===== config.mk =====
export PLATFORM = sky130hd
export DESIGN_NAME = dse_formatter
export DESIGN_NICKNAME = d
export VERILOG_FILES = /design/src/dse_pkg.sv /design/src/dse_formatter.sv
export SDC_FILE = /design/constraint.sdc
export NUM_CORES = 1
export LEC_CHECK = 0
export BUFFER_PORTS_ARGS = -buffer_cell sky130_fd_sc_hd__buf_2
export CAP_MARGIN = 10
export CORE_MARGIN = 1.5
export CORE_UTILIZATION = 45
export DETAILED_ROUTE_END_ITERATION = 6
export GPL_ROUTABILITY_DRIVEN = 0
export PLACE_DENSITY_LB_ADDON = 0.08
export SLEW_MARGIN = 20
export SYNTH_ARGS = -nofsm -noshare
export SYNTH_HDL_FRONTEND = slang
export SYNTH_SLANG_ARGS = --single-unit

===== constraint.sdc =====
create_clock -name clk_i -period 5.2 [get_ports clk_i]
set_input_delay 0.26 -clock clk_i [delete_from_list [all_inputs] [get_ports clk_i]]
set_output_delay 0.26 -clock clk_i [all_outputs]
set_load 0.02 [all_outputs]

===== src/dse_pkg.sv =====
// shared constants and types of the encapsulation formatter
package dse_pkg;
  // encapsulation codes
  localparam logic [7:0] ENC_IP       = 8'h04;
  localparam logic [7:0] ENC_DOWNLOAD = 8'h01;
  localparam logic [7:0] ENC_CAROUSEL = 8'h0d;
  localparam logic [7:0] ENC_PIPE     = 8'h0b;
  // fixed descriptor fields
  localparam logic [7:0]  WRAP_TAG     = 8'hae;
  localparam logic [15:0] TOTAL_MAX    = 16'h00fd;
  localparam logic [15:0] TOTAL_HDR    = 16'h0002;
  localparam logic [7:0]  KIND_SYSSW   = 8'h02;
  localparam logic [7:0]  SPEC_OUI     = 8'h01;
  localparam logic [7:0]  FIRST_LEN    = 8'h09;
  // register byte offsets
  localparam logic [4:0] REG_CTRL    = 5'h00;
  localparam logic [4:0] REG_ENCAP   = 5'h04;
  localparam logic [4:0] REG_STATUS  = 5'h08;
  localparam logic [4:0] REG_MODEL   = 5'h0c;
  localparam logic [4:0] REG_VERSION = 5'h10;
  // field positions
  localparam int CTRL_EN_BIT   = 0;
  localparam int ENC_VALID_BIT = 16;
  localparam int ST_ERR_BIT    = 0;
  localparam int ST_MISM_BIT   = 1;
  // reset values
  localparam logic [15:0] MODEL_RST = 16'h0000;
  localparam logic        EN_RST    = 1'b1;

  typedef enum logic [1:0] {
    CLS_IP       = 2'h0,
    CLS_MODULE   = 2'h1,
    CLS_CAROUSEL = 2'h2,
    CLS_STREAM   = 2'h3
  } dse_class_e;

  typedef struct packed {
    logic       valid;
    logic [7:0] data;
  } dse_in_s;

  typedef struct packed {
    logic       valid;
    logic [7:0] data;
    logic       last;
    logic       err;
  } dse_out_s;
endpackage


===== src/dse_formatter.sv =====
// wrapper and compatibility descriptor checker with encapsulation registers
// Behaviour
// - ip datagrams use encapsulation code 04
// - plain modules use download code 01
// - carouseled modules use carousel code 0d
// - streams accept only codes 01 or 0b
// - model and version fields reported
//
// Added by the designer: register access over Avalon-MM and the register addresses.
module dse_formatter
  import dse_pkg::*;
#(
  parameter logic [23:0] OWN_OUI = 24'h00a5a5  // value is arbitrary
) (
  // clock and reset
  input  wire logic        clk_i,
  input  wire logic        rstn_i,
  // avalon-mm slave
  input  wire logic [4:0]  avs_address_i,
  input  wire logic        avs_read_i,
  input  wire logic        avs_write_i,
  input  wire logic [31:0] avs_writedata_i,
  input  wire logic [3:0]  avs_byteenable_i,
  output logic      [31:0] avs_readdata_o,
  output logic             avs_waitrequest_o,
  // descriptor byte stream
  input  dse_in_s          in_i,
  output logic             in_ready_o,
  output dse_out_s         out_o
);
  typedef enum logic [11:0] {
    ST_TAG   = 12'h001,
    ST_WLEN  = 12'h002,
    ST_TLEN  = 12'h004,
    ST_CNT   = 12'h008,
    ST_KIND  = 12'h010,
    ST_DLEN  = 12'h020,
    ST_SPEC  = 12'h040,
    ST_OUI   = 12'h080,
    ST_MODEL = 12'h100,
    ST_VER   = 12'h200,
    ST_SUB   = 12'h400,
    ST_SKIP  = 12'h800
  } dse_state_e;

  function automatic logic [7:0] enc_expect(input dse_class_e c);
    case (c)
      CLS_IP:       enc_expect = ENC_IP;
      CLS_MODULE:   enc_expect = ENC_DOWNLOAD;
      CLS_CAROUSEL: enc_expect = ENC_CAROUSEL;
      default:      enc_expect = ENC_DOWNLOAD;
    endcase
  endfunction

  function automatic logic enc_ok(input dse_class_e c, input logic [7:0] k);
    enc_ok = (k == enc_expect(c)) || (c == CLS_STREAM && k == ENC_PIPE);
  endfunction

  dse_state_e  st_q, st_d;
  logic [1:0]  idx_q, idx_d;
  logic [7:0]  wrem_q, wlen_q, drem_q, drem_d;
  logic [15:0] acc_q, cnt_q, seen_q, seen_d, cnt_now, model_q, ver_q;
  logic        first_q, ours_q, ferr_q, bad, end_bad, endbyte, payload;
  logic        take, two;
  logic [7:0]  b;
  logic        en_q, err_q, mism_q, ack_q;
  logic [7:0]  frames_q, errs_q;
  logic [15:0] exp_model_q;
  dse_class_e  cls_q;
  logic [7:0]  code_q;
  logic [31:0] rdata_q, rdata_d;
  dse_out_s    out_q;
  logic        wr_ack, mism_set, frame_end, frame_bad;

  assign b          = in_i.data;
  assign take       = in_i.valid && en_q;
  assign in_ready_o = 1'b1;
  assign two        = (idx_q == 2'd1);
  assign payload    = !(st_q == ST_TAG || st_q == ST_WLEN);
  assign endbyte    = payload && (wrem_q == 8'd1);
  assign cnt_now    = (st_q == ST_CNT) ? {acc_q[7:0], b} : cnt_q;

  always_comb begin
    st_d   = st_q;
    idx_d  = idx_q + 2'd1;
    drem_d = drem_q - 8'd1;
    seen_d = seen_q;
    bad    = 1'b0;
    case (st_q)
      ST_TAG: begin
        bad   = (b != WRAP_TAG);
        st_d  = ST_WLEN;
        idx_d = 2'd0;
      end
      ST_WLEN: begin
        bad   = (b == 8'h00);
        st_d  = bad ? ST_TAG : ST_TLEN;
        idx_d = 2'd0;
      end
      ST_TLEN: begin
        if (two) begin
          bad   = ({acc_q[7:0], b} > TOTAL_MAX) ||
                  ({acc_q[7:0], b} != {8'h00, wlen_q} - TOTAL_HDR);
          st_d  = ST_CNT;
          idx_d = 2'd0;
        end
      end
      ST_CNT: begin
        if (two) begin
          st_d = ST_KIND;
        end
      end
      ST_KIND: begin
        bad    = first_q && (b != KIND_SYSSW);
        seen_d = seen_q + 16'd1;
        st_d   = ST_DLEN;
      end
      ST_DLEN: begin
        drem_d = b;
        if (first_q) begin
          bad  = (b < FIRST_LEN);
          st_d = ST_SPEC;
        end else begin
          st_d = (b == 8'h00) ? ST_KIND : ST_SKIP;
        end
      end
      ST_SPEC: begin
        bad   = (b != SPEC_OUI);
        st_d  = ST_OUI;
        idx_d = 2'd0;
      end
      ST_OUI: begin
        if (idx_q == 2'd2) begin
          st_d  = ST_MODEL;
          idx_d = 2'd0;
        end
      end
      ST_MODEL: begin
        if (two) begin
          st_d  = ST_VER;
          idx_d = 2'd0;
        end
      end
      ST_VER: begin
        if (two) begin
          st_d = ST_SUB;
        end
      end
      ST_SUB: begin
        // own oui forbids private sub-descriptors, so length is exact
        bad  = ours_q && ((b != 8'h00) || (drem_q != 8'd1));
        st_d = (drem_q == 8'd1) ? ST_KIND : ST_SKIP;
      end
      ST_SKIP: begin
        if (drem_q == 8'd1) begin
          st_d = ST_KIND;
        end
      end
      default: begin
        st_d = ST_TAG;
      end
    endcase
    // a frame must close on a descriptor boundary with the declared count
    end_bad = endbyte && ((st_d != ST_KIND) || (seen_d != cnt_now));
  end

  assign frame_end = take && (endbyte || (st_q == ST_WLEN && b == 8'h00));
  assign frame_bad = ferr_q || bad || end_bad;

  // parser state
  always_ff @(posedge clk_i) begin
    if (!rstn_i || !en_q) begin
      st_q    <= ST_TAG;
      idx_q   <= 2'd0;
      wrem_q  <= 8'd0;
      wlen_q  <= 8'd0;
      drem_q  <= 8'd0;
      acc_q   <= 16'h0000;
      cnt_q   <= 16'h0000;
      seen_q  <= 16'h0000;
      first_q <= 1'b1;
      ours_q  <= 1'b0;
      ferr_q  <= 1'b0;
    end else if (take) begin
      st_q   <= endbyte ? ST_TAG : st_d;
      idx_q  <= idx_d;
      acc_q  <= {acc_q[7:0], b};
      seen_q <= seen_d;
      if (st_q == ST_WLEN) begin
        wrem_q <= b;
        wlen_q <= b;
      end else if (payload) begin
        wrem_q <= wrem_q - 8'd1;
      end
      if (st_q == ST_CNT && two) begin
        cnt_q <= cnt_now;
      end
      if (st_q == ST_DLEN || st_q == ST_SPEC || st_q == ST_OUI ||
          st_q == ST_MODEL || st_q == ST_VER || st_q == ST_SUB ||
          st_q == ST_SKIP) begin
        drem_q <= drem_d;
      end
      if (st_q == ST_OUI && idx_q == 2'd2) begin
        ours_q <= ({acc_q[15:0], b} == OWN_OUI);
      end
      if (st_q == ST_SUB) begin
        first_q <= 1'b0;
      end
      if (frame_end) begin
        ferr_q  <= 1'b0;
        first_q <= 1'b1;
        seen_q  <= 16'h0000;
      end else begin
        ferr_q <= frame_bad;
      end
    end
  end

  // wrapped bytes forwarded unchanged; err on last tells consumer to drop
  always_ff @(posedge clk_i) begin
    if (!rstn_i) begin
      out_q <= '0;
    end else begin
      out_q.valid <= take && payload;
      out_q.data  <= b;
      out_q.last  <= take && endbyte;
      out_q.err   <= take && endbyte && frame_bad;
    end
  end
  assign out_o = out_q;

  // reported model and version of the first descriptor
  assign mism_set = take && st_q == ST_MODEL && two &&
                    ({acc_q[7:0], b} != exp_model_q);
  always_ff @(posedge clk_i) begin
    if (!rstn_i) begin
      model_q <= 16'h0000;
      ver_q   <= 16'h0000;
    end else if (take && two) begin
      if (st_q == ST_MODEL) begin
        model_q <= {acc_q[7:0], b};
      end
      if (st_q == ST_VER) begin
        ver_q <= {acc_q[7:0], b};
      end
    end
  end

  // bus handshake: one wait cycle, then answer
  assign avs_waitrequest_o = (avs_read_i || avs_write_i) && !ack_q;
  assign wr_ack            = avs_write_i && ack_q;
  always_ff @(posedge clk_i) begin
    if (!rstn_i) begin
      ack_q <= 1'b0;
    end else begin
      ack_q <= (avs_read_i || avs_write_i) && !ack_q;
    end
  end

  always_comb begin
    rdata_d = 32'h0000_0000;
    case (avs_address_i)
      REG_CTRL:    rdata_d[CTRL_EN_BIT] = en_q;
      REG_ENCAP: begin
        rdata_d[1:0]          = cls_q;
        rdata_d[15:8]         = code_q;
        rdata_d[ENC_VALID_BIT] = enc_ok(cls_q, code_q);
        rdata_d[31:24]        = enc_expect(cls_q);
      end
      REG_STATUS: begin
        rdata_d[ST_ERR_BIT]  = err_q;
        rdata_d[ST_MISM_BIT] = mism_q;
        rdata_d[15:8]        = frames_q;
        rdata_d[23:16]       = errs_q;
      end
      REG_MODEL:   rdata_d = {model_q, exp_model_q};
      REG_VERSION: rdata_d = {16'h0000, ver_q};
      default:     rdata_d = 32'h0000_0000;
    endcase
  end

  always_ff @(posedge clk_i) begin
    if (!rstn_i) begin
      rdata_q <= 32'h0000_0000;
    end else if (avs_read_i && !ack_q) begin
      rdata_q <= rdata_d;
    end
  end
  assign avs_readdata_o = rdata_q;

  // software-written control
  always_ff @(posedge clk_i) begin
    if (!rstn_i) begin
      en_q        <= EN_RST;
      cls_q       <= CLS_IP;
      code_q      <= 8'h00;
      exp_model_q <= MODEL_RST;
    end else if (wr_ack) begin
      if (avs_address_i == REG_CTRL && avs_byteenable_i[0]) begin
        en_q <= avs_writedata_i[CTRL_EN_BIT];
      end
      if (avs_address_i == REG_ENCAP) begin
        if (avs_byteenable_i[0]) begin
          cls_q <= dse_class_e'(avs_writedata_i[1:0]);
        end
        if (avs_byteenable_i[1]) begin
          code_q <= avs_writedata_i[15:8];
        end
      end
      if (avs_address_i == REG_MODEL) begin
        if (avs_byteenable_i[0]) begin
          exp_model_q[7:0] <= avs_writedata_i[7:0];
        end
        if (avs_byteenable_i[1]) begin
          exp_model_q[15:8] <= avs_writedata_i[15:8];
        end
      end
    end
  end

  // sticky err and mismatch bits, write one to clear; a new event beats the clear; frame and error counters clear only at reset and wrap at 8 bits
  always_ff @(posedge clk_i) begin
    if (!rstn_i) begin
      err_q    <= 1'b0;
      mism_q   <= 1'b0;
      frames_q <= 8'h00;
      errs_q   <= 8'h00;
    end else begin
      if (frame_end && frame_bad) begin
        err_q <= 1'b1;
      end else if (wr_ack && avs_address_i == REG_STATUS &&
                   avs_byteenable_i[0] && avs_writedata_i[ST_ERR_BIT]) begin
        err_q <= 1'b0;
      end
      if (mism_set) begin
        mism_q <= 1'b1;
      end else if (wr_ack && avs_address_i == REG_STATUS &&
                   avs_byteenable_i[0] && avs_writedata_i[ST_MISM_BIT]) begin
        mism_q <= 1'b0;
      end
      if (frame_end) begin
        frames_q <= frames_q + 8'd1;
      end
      if (frame_end && frame_bad) begin
        errs_q <= errs_q + 8'd1;
      end
    end
  end
endmodule


==> metrics, run 1 <==
reg2reg setup slack=around 1100 ps; die width=between 150 and 200 µm; setup violators final=0; RSZ-0062 raised after global routing=no; Chip Height=161 µm; Worst-Margin Slew=between 900 and 1000 ps; Syn Area/Cell=~8.2 µm²; via count=between 10,000 and 15,000; post-DR wirelength/cell=18.9 µm; setup TNS=0 ps; Inserted Clock Buffers=26; GRT Util Overall=25.2%; Synth area leaders=dfxtp_1 38%, mux2i_1 6.4%, nand2_1 6.4%, a21oi_1 4.6%, nor2_1 3.3%; H-tree levels=1; vias in the first global route=~9,400; DRC Markers=5; nets=1,466; share of cells above drive strength 1=a little over a tenth; Yosys top cell by area=dfxtp_1; Post-Syn Area=between 0.01 and 0.015 mm²; PD cells=between 200 and 300 mW/mm²; Worst Path Arrival=4500 ps; Crit Path Category=reg -> reg; Clock Sinks=210; commonest cells in the synthesized netlist=210 x dfxtp_1, 191 x nand2_1, 102 x a21oi_1; PortBufs=79; final WL=32.9 mm; clock slew at reported path FFs=about 60 ps; min cycle time layout=a little over 4000 ps; worst r2r src=st_q[9]; syn_nets=1,438; top-area cell type share of the netlist area=37.5%; Critical Path Source Type=flop; # rows=between 50 and 60; setup bufs post-CTS=0; Slew Limit Fails=0; Netlist cell types=74; worst-path maximum fanout=16; clk buf depth=3; warnings from Yosys=0; status=finished with violations; FMAX=around 250 MHz; core area=between 0.02 and 0.025 mm²; Die ar.=0.0259 mm²; DR iter-0 viols=764; Setup crit end kind=flop; final hold violation count=0; register area share after synthesis=37.5%; Slew headroom=35.4%; Min Hold Slack=about 21 ps; Pwr Total=around 0.0037 W; worst skew pair latency=about 550 ps; Req. time, crit path=roughly 5700 ps; Worst R2R Path Depth=8; VDD IR-drop max=0.231 mV; worst setup path startpoint=st_q[9]; first-pass GRT wire length=52.4 mm; pin count of the biggest net entering global routing=roughly 130; number of enable flip-flop cells after synthesis=0; worst hold-check path type=in -> reg; root buffer cell=clkbuf_16; clock skew=a little over 10 ps; Synth async-reset ratio=0%; Mapped Cells=1,371; main flop type after synthesis=dfxtp_1; TritonCTS clock tree=done; Leakage=approximately 4.7 nW; post-detail-place hpwl=between 20 and 25 mm; Worst R2R End=err_q; Via-to-Cell Ratio=about 5.8; Tcrit/Tclk final=77.9%; post-route cell area=0.0127 mm²; Max-Cap Viols=0; Placed Instance Area=between 0.01 and 0.015 mm²; Yosys reg bits=210; layout overhead on the synthesized area=13.0%; most frequent cell after synthesis=dfxtp_1; antenna-violating nets left=0; Setup crit end=err_q; failing checks=DRC; initial core utilization=roughly 46%; io pins=99; initial antenna violation count=0; DR pass1 iterations=7; total gr overflow=0
## where the power goes
| part | total, W | switching (W) | internal, W |
|---|---|---|---|
| sequential | 0.00168 | 0.0000365 | 0.00164 |
| combinational | 0.000364 | 0.000233 | 0.000131 |
| clock | 0.00166 | 0.000699 | 0.000963 |
## critical path: stages, from the launching register on
cell and delay (ps):
dfxtp_1 450, or4_1 770, or3_1 830, mux2i_4 360, mux2_2 360, a21o_1 180, a2111oi_0 480, a21oi_1 280
o21a_1 230
## worst min-delay path by stage
| stage | startpoint | to | slack (ps) | depth (start not counted) |
|---|---|---|---|---|
| 3_5_place_dp | cnt_q[13] | cnt_q[13] | 450 | 2 |
| 2_1_floorplan | avs_writedata_i[0] | en_q | 390 | 2 |
| 6_report | avs_writedata_i[3] | exp_model_q[3] | 20 | 3 |
| 4_1_cts | avs_writedata_i[3] | exp_model_q[3] | 10 | 3 |
| 5_1_grt | avs_writedata_i[3] | exp_model_q[3] | 30 | 3 |
| 3_3_place_gp | cnt_q[13] | cnt_q[13] | 440 | 2 |
## cell type report
| cell class | count | area [µm²] |
|---|---|---|
| Clock inverter | 4 | 45.0 |
| Inverter | 14 | 52.6 |
| Tap cell | 324 | 405 |
| Timing Repair Buffer | 112 | 696 |
| Antenna cell | 1 | 2.50 |
| Sequential cell | 210 | 4200 |
| Clock buffer | 39 | 729 |
| Multi-Input combinational cell | 1035 | 6520 |
| Fill cell | 2398 | 11700 |
## cells in the final DEF (no fill, tap or decap), drive strengths merged, types with 9 or more instances in the layout
cell type and count:
a211oi 11, a21boi 33, a21oi 102, a221oi 15, a222oi 9, a22oi 10, a31oi 10, and2 22
and3 11, buf 97, clkbuf 39, dfxtp 210, dlygate4sd3 15, ha 13, inv 14, mux2i 73
nand2 191, nand2b 19, nand3 59, nand3b 13, nand4 22, nor2 98, nor2b 50, nor3 29
nor3b 18, nor4 29, o21ai 47, or3 11, or4 10, xnor2 14, xor2 33
## state kept, by name, summed over array words and instances (netlist names), 2 cells and up
register,flops
cls_q,2
acc_q,16
wlen_q,8
code_q,8
wrem_q,8
ver_q,16
exp_model_q,16
seen_q,16
out_o,11
model_q,16
errs_q,8
frames_q,8
idx_q,2
avs_readdata_o,32
cnt_q,16
drem_q,8
st_q,12
## per-layer routing
metal  part of all wire, %  track usage [%]  up-vias  wire length, µm
met4                   2.7             7.83        0              895
li1                      -                -     4931                -
met2                    46             41.7      300            15000
met5                     0                0        -                0
met3                   5.7             2.97       59             1880
met1                    46             34.5     4750            15100
## per-stage QoR
step	cells	setup WS, ps	util [%]
floorplan	1371	2090	-
global placement	1679	1250	48.0
detailed placement	1679	1240	48.0
CTS	1737	1200	51.8
global route	1738	989	51.9
finish	1739	1150	51.9
## cell families after synthesis
family / count (synthesis) / synth area share [%]
adders and majority gates: 13 / 1.45
muxes: 76 / 6.94
buffers and inverters: 126 / 4.52
other: 1 / 0.0335
xor gates and xnor gates: 54 / 5.08
DFF: 210 / 37.5
and+or+nand+nor: 612 / 28.5
AOI/OAI and AO/OA: 279 / 16.0
## timing repair
action                     4_1_cts  5_1_grt
hold endpoints to repair        24        0
hold buffers                    15        0
setup endpoints to repair        0        0
resized for setup                0        0
(Power assumes the default switching activity.)
==> inputs of run 2 (changes only) <==
==> constraint.sdc (replaced) <==
create_clock -name clk_i -period 3.6 [get_ports clk_i]
set_input_delay 0.18 -clock clk_i [delete_from_list [all_inputs] [get_ports clk_i]]
set_output_delay 0.18 -clock clk_i [all_outputs]
set_load 0.02 [all_outputs]
==> run 2 against run 1 <==
Effect of this change:
- the flow now finishes without violations
- critical path type unchanged
- routed wire length grew 3.0%
- non-clock buffer count grew 54
- clock skew grew 2.4 ps
- sequential share of layout area shrank 1.1 points
- die area is the same
- highest routed layer unchanged
==> metrics, run 2 (synthesis results as in run 1) <==
Worst-Margin Slew=between 1000 and 1500 ps; Tcrit/Tclk final=a little over nine tenths; commonest non-fill, non-tap cell in the layout=dfxtp_1; Setup crit end kind=flop; via count=10,200; initial antenna violation count=1; Multi-input gate area=0.00651 mm²; filler instances=between 2,000 and 2,500; max FFs per register=32; worst skew pair latency=520 ps; non-filler instance count after layout=1,792; Die ar.=between 0.02 and 0.03 mm²; Critical Path Source Type=flop; root buffer cell=clkbuf_16; post_cts resized=0; Slew Limit Fails=0; die width=161 µm; Max-Cap Viols=0; PD cells=419 mW/mm²; register area=between 0.004 and 0.005 mm²; clock slew at reported path FFs=approximately 70 ps; initial core utilization=between 40% and 50%; GRT Util Overall=26.1%; post-detail-place hpwl=approximately 23 mm; RSZ-0062 raised after global routing=no; DRC Markers=0; total gr overflow=0; pin count of the biggest net entering global routing=127; Post-Place Cells=1,729; final hold violation count=0; H-tree levels=1; nets=~1,500; share of cells above drive strength 1=between 10 and 15%; min cycle time layout=between 3000 and 4000 ps; first-pass GRT wire length=about 54 mm; post-DR wirelength/cell=18.9 µm; Worst Path Arrival=between 3000 and 4000 ps; setup violators final=0; # rows=57; io pins=99; Slew headroom=between 20 and 30%; Post-Route Utilization=approximately 54%; worst hold-check path type=in -> reg; Clock Sinks=210; hold_sp=avs_read_i; Inserted Clock Buffers=24; worst-path maximum fanout=11; TritonCTS clock tree=done; Crit Path Category=reg -> reg; Req. time, crit path=approximately 4000 ps; DR pass1 iterations=5; Chip Height=161 µm; Min Hold Slack=roughly 60 ps; Leakage=~5.0 nW; layout overhead on the synthesized area=16.7%; final WL=33.9 mm; vias in the first global route=between 9,000 and 10,000; PortBufs=79; FMAX=289 MHz; DR iter-0 viols=around 770; Via-to-Cell Ratio=approximately 5.7; status=finished clean; clk buf depth=3; commonest cells after routing, fill and taps aside=210 x dfxtp_1, 190 x nand2_1, 102 x a21oi_1, 98 x nor2_1, 78 x buf_2; VDD IR-drop max=roughly 0.42 mV; Pwr Total=approximately 0.0055 W; worst r2r src=st_q[0]; setup TNS=0 ps; core area=0.0244 mm²; clock skew=between 10 and 15 ps; antenna-violating nets left=0; worst setup path startpoint=st_q[0]
==> run 2: changes by cell type in the layout (fill, tap and decap cells not counted), moves of 3 or more <==
cell and delta:
buf_4 +51, clkbuf_1 -8, clkinv_4 +3, dlygate4sd3_1 +4
==> run 2: final timing paths <==
check         endpoint  slack [ps]  depth (start not counted)
max          errs_q[3]         140                         10
min              ack_q          60                          4
max reg2reg  errs_q[3]         140                         10
min reg2reg   cnt_q[5]         450                          2
==> run 2: metrics by stage <==
stage          area [µm²]  worst slack [ps]
3_3_place_gp        12100               275
2_1_floorplan       11200               493
3_5_place_dp        12100               216
6_report            13100               136
4_1_cts             13100               192
5_1_grt             13100              5.29
==> run 2: final cells by class <==
cell class	instances	area share, %
inverter	14	0.402
clock inverter	13	1.03
clock buffer	29	5.06
timing repair buffer	166	8.41
tap	324	3.10
antenna	1	0.0191
multi-input combinational	1035	49.8
sequential	210	32.2
==> run 2: report_power, final <==
part,switching (W),internal (W)
Clock,0.00103,0.00146
Combinational,0.000359,0.000213
Sequential,0.0000367,0.00237
==> run 2: repair_timing <==
item / 4_1_cts / 5_1_grt
setup endpoints to repair: 0 / 5
setup buffers: 0 / 1
hold endpoints to repair: 30 / 0
hold buffers: 19 / 0
==> run 2: worst max-delay path, cell delays in order (launching register included) <==
cell and delay, ps:
dfxtp_1 410, or4b_1 590, or3_1 520, buf_4 280, mux2_1 340, xnor3_1 270, nand4_1 160, nor4_4 300
buf_4 200, a311oi_1 110, mux2i_1 150
==> run 2: routing by layer <==
metal | vias to the layer above | wire [µm] | track usage (%)
li1 | 5048 | - | -
met1 | 4780 | 15200 | 35.2
met2 | 302 | 15700 | 43.3
met3 | 56 | 2090 | 3.41
met4 | 0 | 924 | 7.91
met5 | - | 0 | 0
==> inputs of run 3 (changes only) <==
--- a/config.mk
+++ b/config.mk
@@ -12,6 +12,7 @@
 export DETAILED_ROUTE_END_ITERATION = 6
 export GPL_ROUTABILITY_DRIVEN = 0
 export PLACE_DENSITY_LB_ADDON = 0.08
+export REMOVE_ABC_BUFFERS = 1
 export SLEW_MARGIN = 20
 export SYNTH_ARGS = -nofsm -noshare
 export SYNTH_HDL_FRONTEND = slang
==> run 3 against run 2 <==
Effect of this change:
- clock skew decreased by 4.7 ps
- clock power up 3%
- worst hold slack worse by 44 ps
- critical endpoint is now err_q
- largest cell class unchanged
==> metrics, run 3 (synthesis results as in run 1) <==
status=finished clean; Slew Limit Fails=0; via count=around 10,000; switching power=0.00138 W; Inserted Clock Buffers=25; Crit Path Category=reg -> reg; final WL=~34 mm; GRT Util Overall=25.8%; antenna-violating nets left=0; post-route cell area=roughly 0.013 mm²; share of cells above drive strength 1=between 10% and 20%; CP max stage cell=or4_1; Reg power frac=between 40% and 50%; FMAX=307 MHz; Slew headroom=roughly half; Multi-input gate area=0.00651 mm²; worst-path maximum fanout=5; vias in the first global route=between 9,000 and 10,000; DR iter-0 viols=729; post-DR wirelength/cell=18.7 µm; commonest cells after routing, fill and taps aside=210 x dfxtp_1, 190 x nand2_1, 102 x a21oi_1, 98 x nor2_1, 78 x buf_2; Sw Share=approximately 25%; clock slew at reported path FFs=roughly 60 ps; post-detail-place hpwl=about 23 mm; post_cts resized=0; CP max stage delay=570 ps; initial core utilization=about 46%; RSZ-0062 raised after global routing=no; Worst-Margin Slew=about 720 ps; clock skew=just over 8 ps; worst hold-check path type=in -> reg; initial antenna violation count=0; commonest non-fill, non-tap cell in the layout=dfxtp_1; root buffer cell=clkbuf_16; DRC Markers=0; H-tree levels=1; Setup crit end kind=flop; Via-to-Cell Ratio=around 5.7; worst-path cell chain=or4_1 > or3_1 > buf_4 > mux2i_1 > xnor3_1 > or2_1 > nor4_1 > a21oi_1 > o21a_1; Clock power frac=between 40% and 50%; worst skew pair latency=520 ps; Min Hold Slack=between 15 and 20 ps; P_int=~0.0042 W; PnR worst setup slack=340 ps; delay-heaviest family, CP=simple AND/OR/NAND/NOR gates; VDD IR-drop max=~0.36 mV; Chip Height=between 150 and 200 µm; Max-Cap Viols=0; core area=between 0.02 and 0.025 mm²; Comb pwr share=10.4%; Tcrit/Tclk final=between 90% and 100%; Req. time, crit path=4010 ps; nets=1,521; Setup WS pre-CTS=between 300 and 400 ps; pin count of the biggest net entering global routing=71; Leakage=a little over 5 nW; Clock Sinks=210; PortBufs=79; filler instances=around 2,400; min cycle time layout=approximately 3300 ps; die width=between 150 and 200 µm; io pins=slightly below 100; Placed Instance Area=0.0121 mm²; layout overhead on the synthesized area=17.2%; max FFs per register=32; first-pass GRT wire length=roughly 54 mm; final hold violation count=0; n_diodes=0; clk buf depth=3; PD cells=423 mW/mm²; TritonCTS clock tree=done; Critical Path Source Type=flop; # rows=between 50 and 60; Die ar.=between 0.02 and 0.03 mm²; setup TNS=0 ps; Worst Path Arrival=3670 ps; CP bufs+invs=1; register area=around 0.0042 mm²; DR pass1 iterations=6; total gr overflow=0; setup violators final=0
[run 3: cell count changes in the layout (fill, tap and decap cells not counted), sizes merged]
cell         delta
clkbuf          +7
buf             +5
clkinv          -3
dlygate4sd3     -3
clkinvlp        -2
bufinv          +1
diode           -1
inv             -1
[run 3: layout make-up]
cell class                 instances  share of cell area (%)
multi-input combinational       1035                    49.6
sequential                       210                    32.0
timing repair buffer             168                    8.52
clock buffer                      36                    5.46
tap                              324                    3.09
clock inverter                     8                   0.877
inverter                          14                   0.400
[run 3: worst paths after layout]
path               to  depth (start not counted)     start  slack (ps)
max             err_q                          9   st_q[9]         340
min          cnt_q[4]                          3   in_i[4]          20
max reg2reg     err_q                          9   st_q[9]         340
min reg2reg  cnt_q[6]                          2  cnt_q[6]         460
[run 3: power groups by stage]
stage	combinational, W	clock [W]	sequential [W]
2_1_floorplan	0.000276	0	0.00249
3_3_place_gp	0.000558	0	0.00245
3_5_place_dp	0.000559	0	0.00245
4_1_cts	0.000574	0.00262	0.00240
5_1_grt	0.000630	0.00272	0.00241
6_report	0.000576	0.00257	0.00240
[run 3: metal layers]
layer / vias to the layer above / GRT usage (%) / wire length (µm)
li1: 5055 / - / -
met1: 4853 / 35.3 / 15400
met2: 268 / 43.2 / 15600
met3: 57 / 2.61 / 1700
met4: 0 / 7.49 / 846
met5: - / 0 / 0
[run 3: through the flow]
stage	utilization, %	cells	total power, W
5_1_grt	53.8	1795	0.00576
2_1_floorplan	-	1259	0.00276
4_1_cts	53.8	1795	0.00560
6_report	53.8	1795	0.00555
3_3_place_gp	49.7	1735	0.00301
3_5_place_dp	49.7	1735	0.00301
[run 3: timing repair]
| item | 4_1_cts | 5_1_grt |
|---|---|---|
| hold buffers | 16 | 0 |
| hold endpoints to repair | 27 | 0 |
| buffers inserted | 0 | 0 |
[run 3: worst min-delay path: stages]
cell and delay (ps):
buf_2 170, nand2_1 80, a21oi_1 50
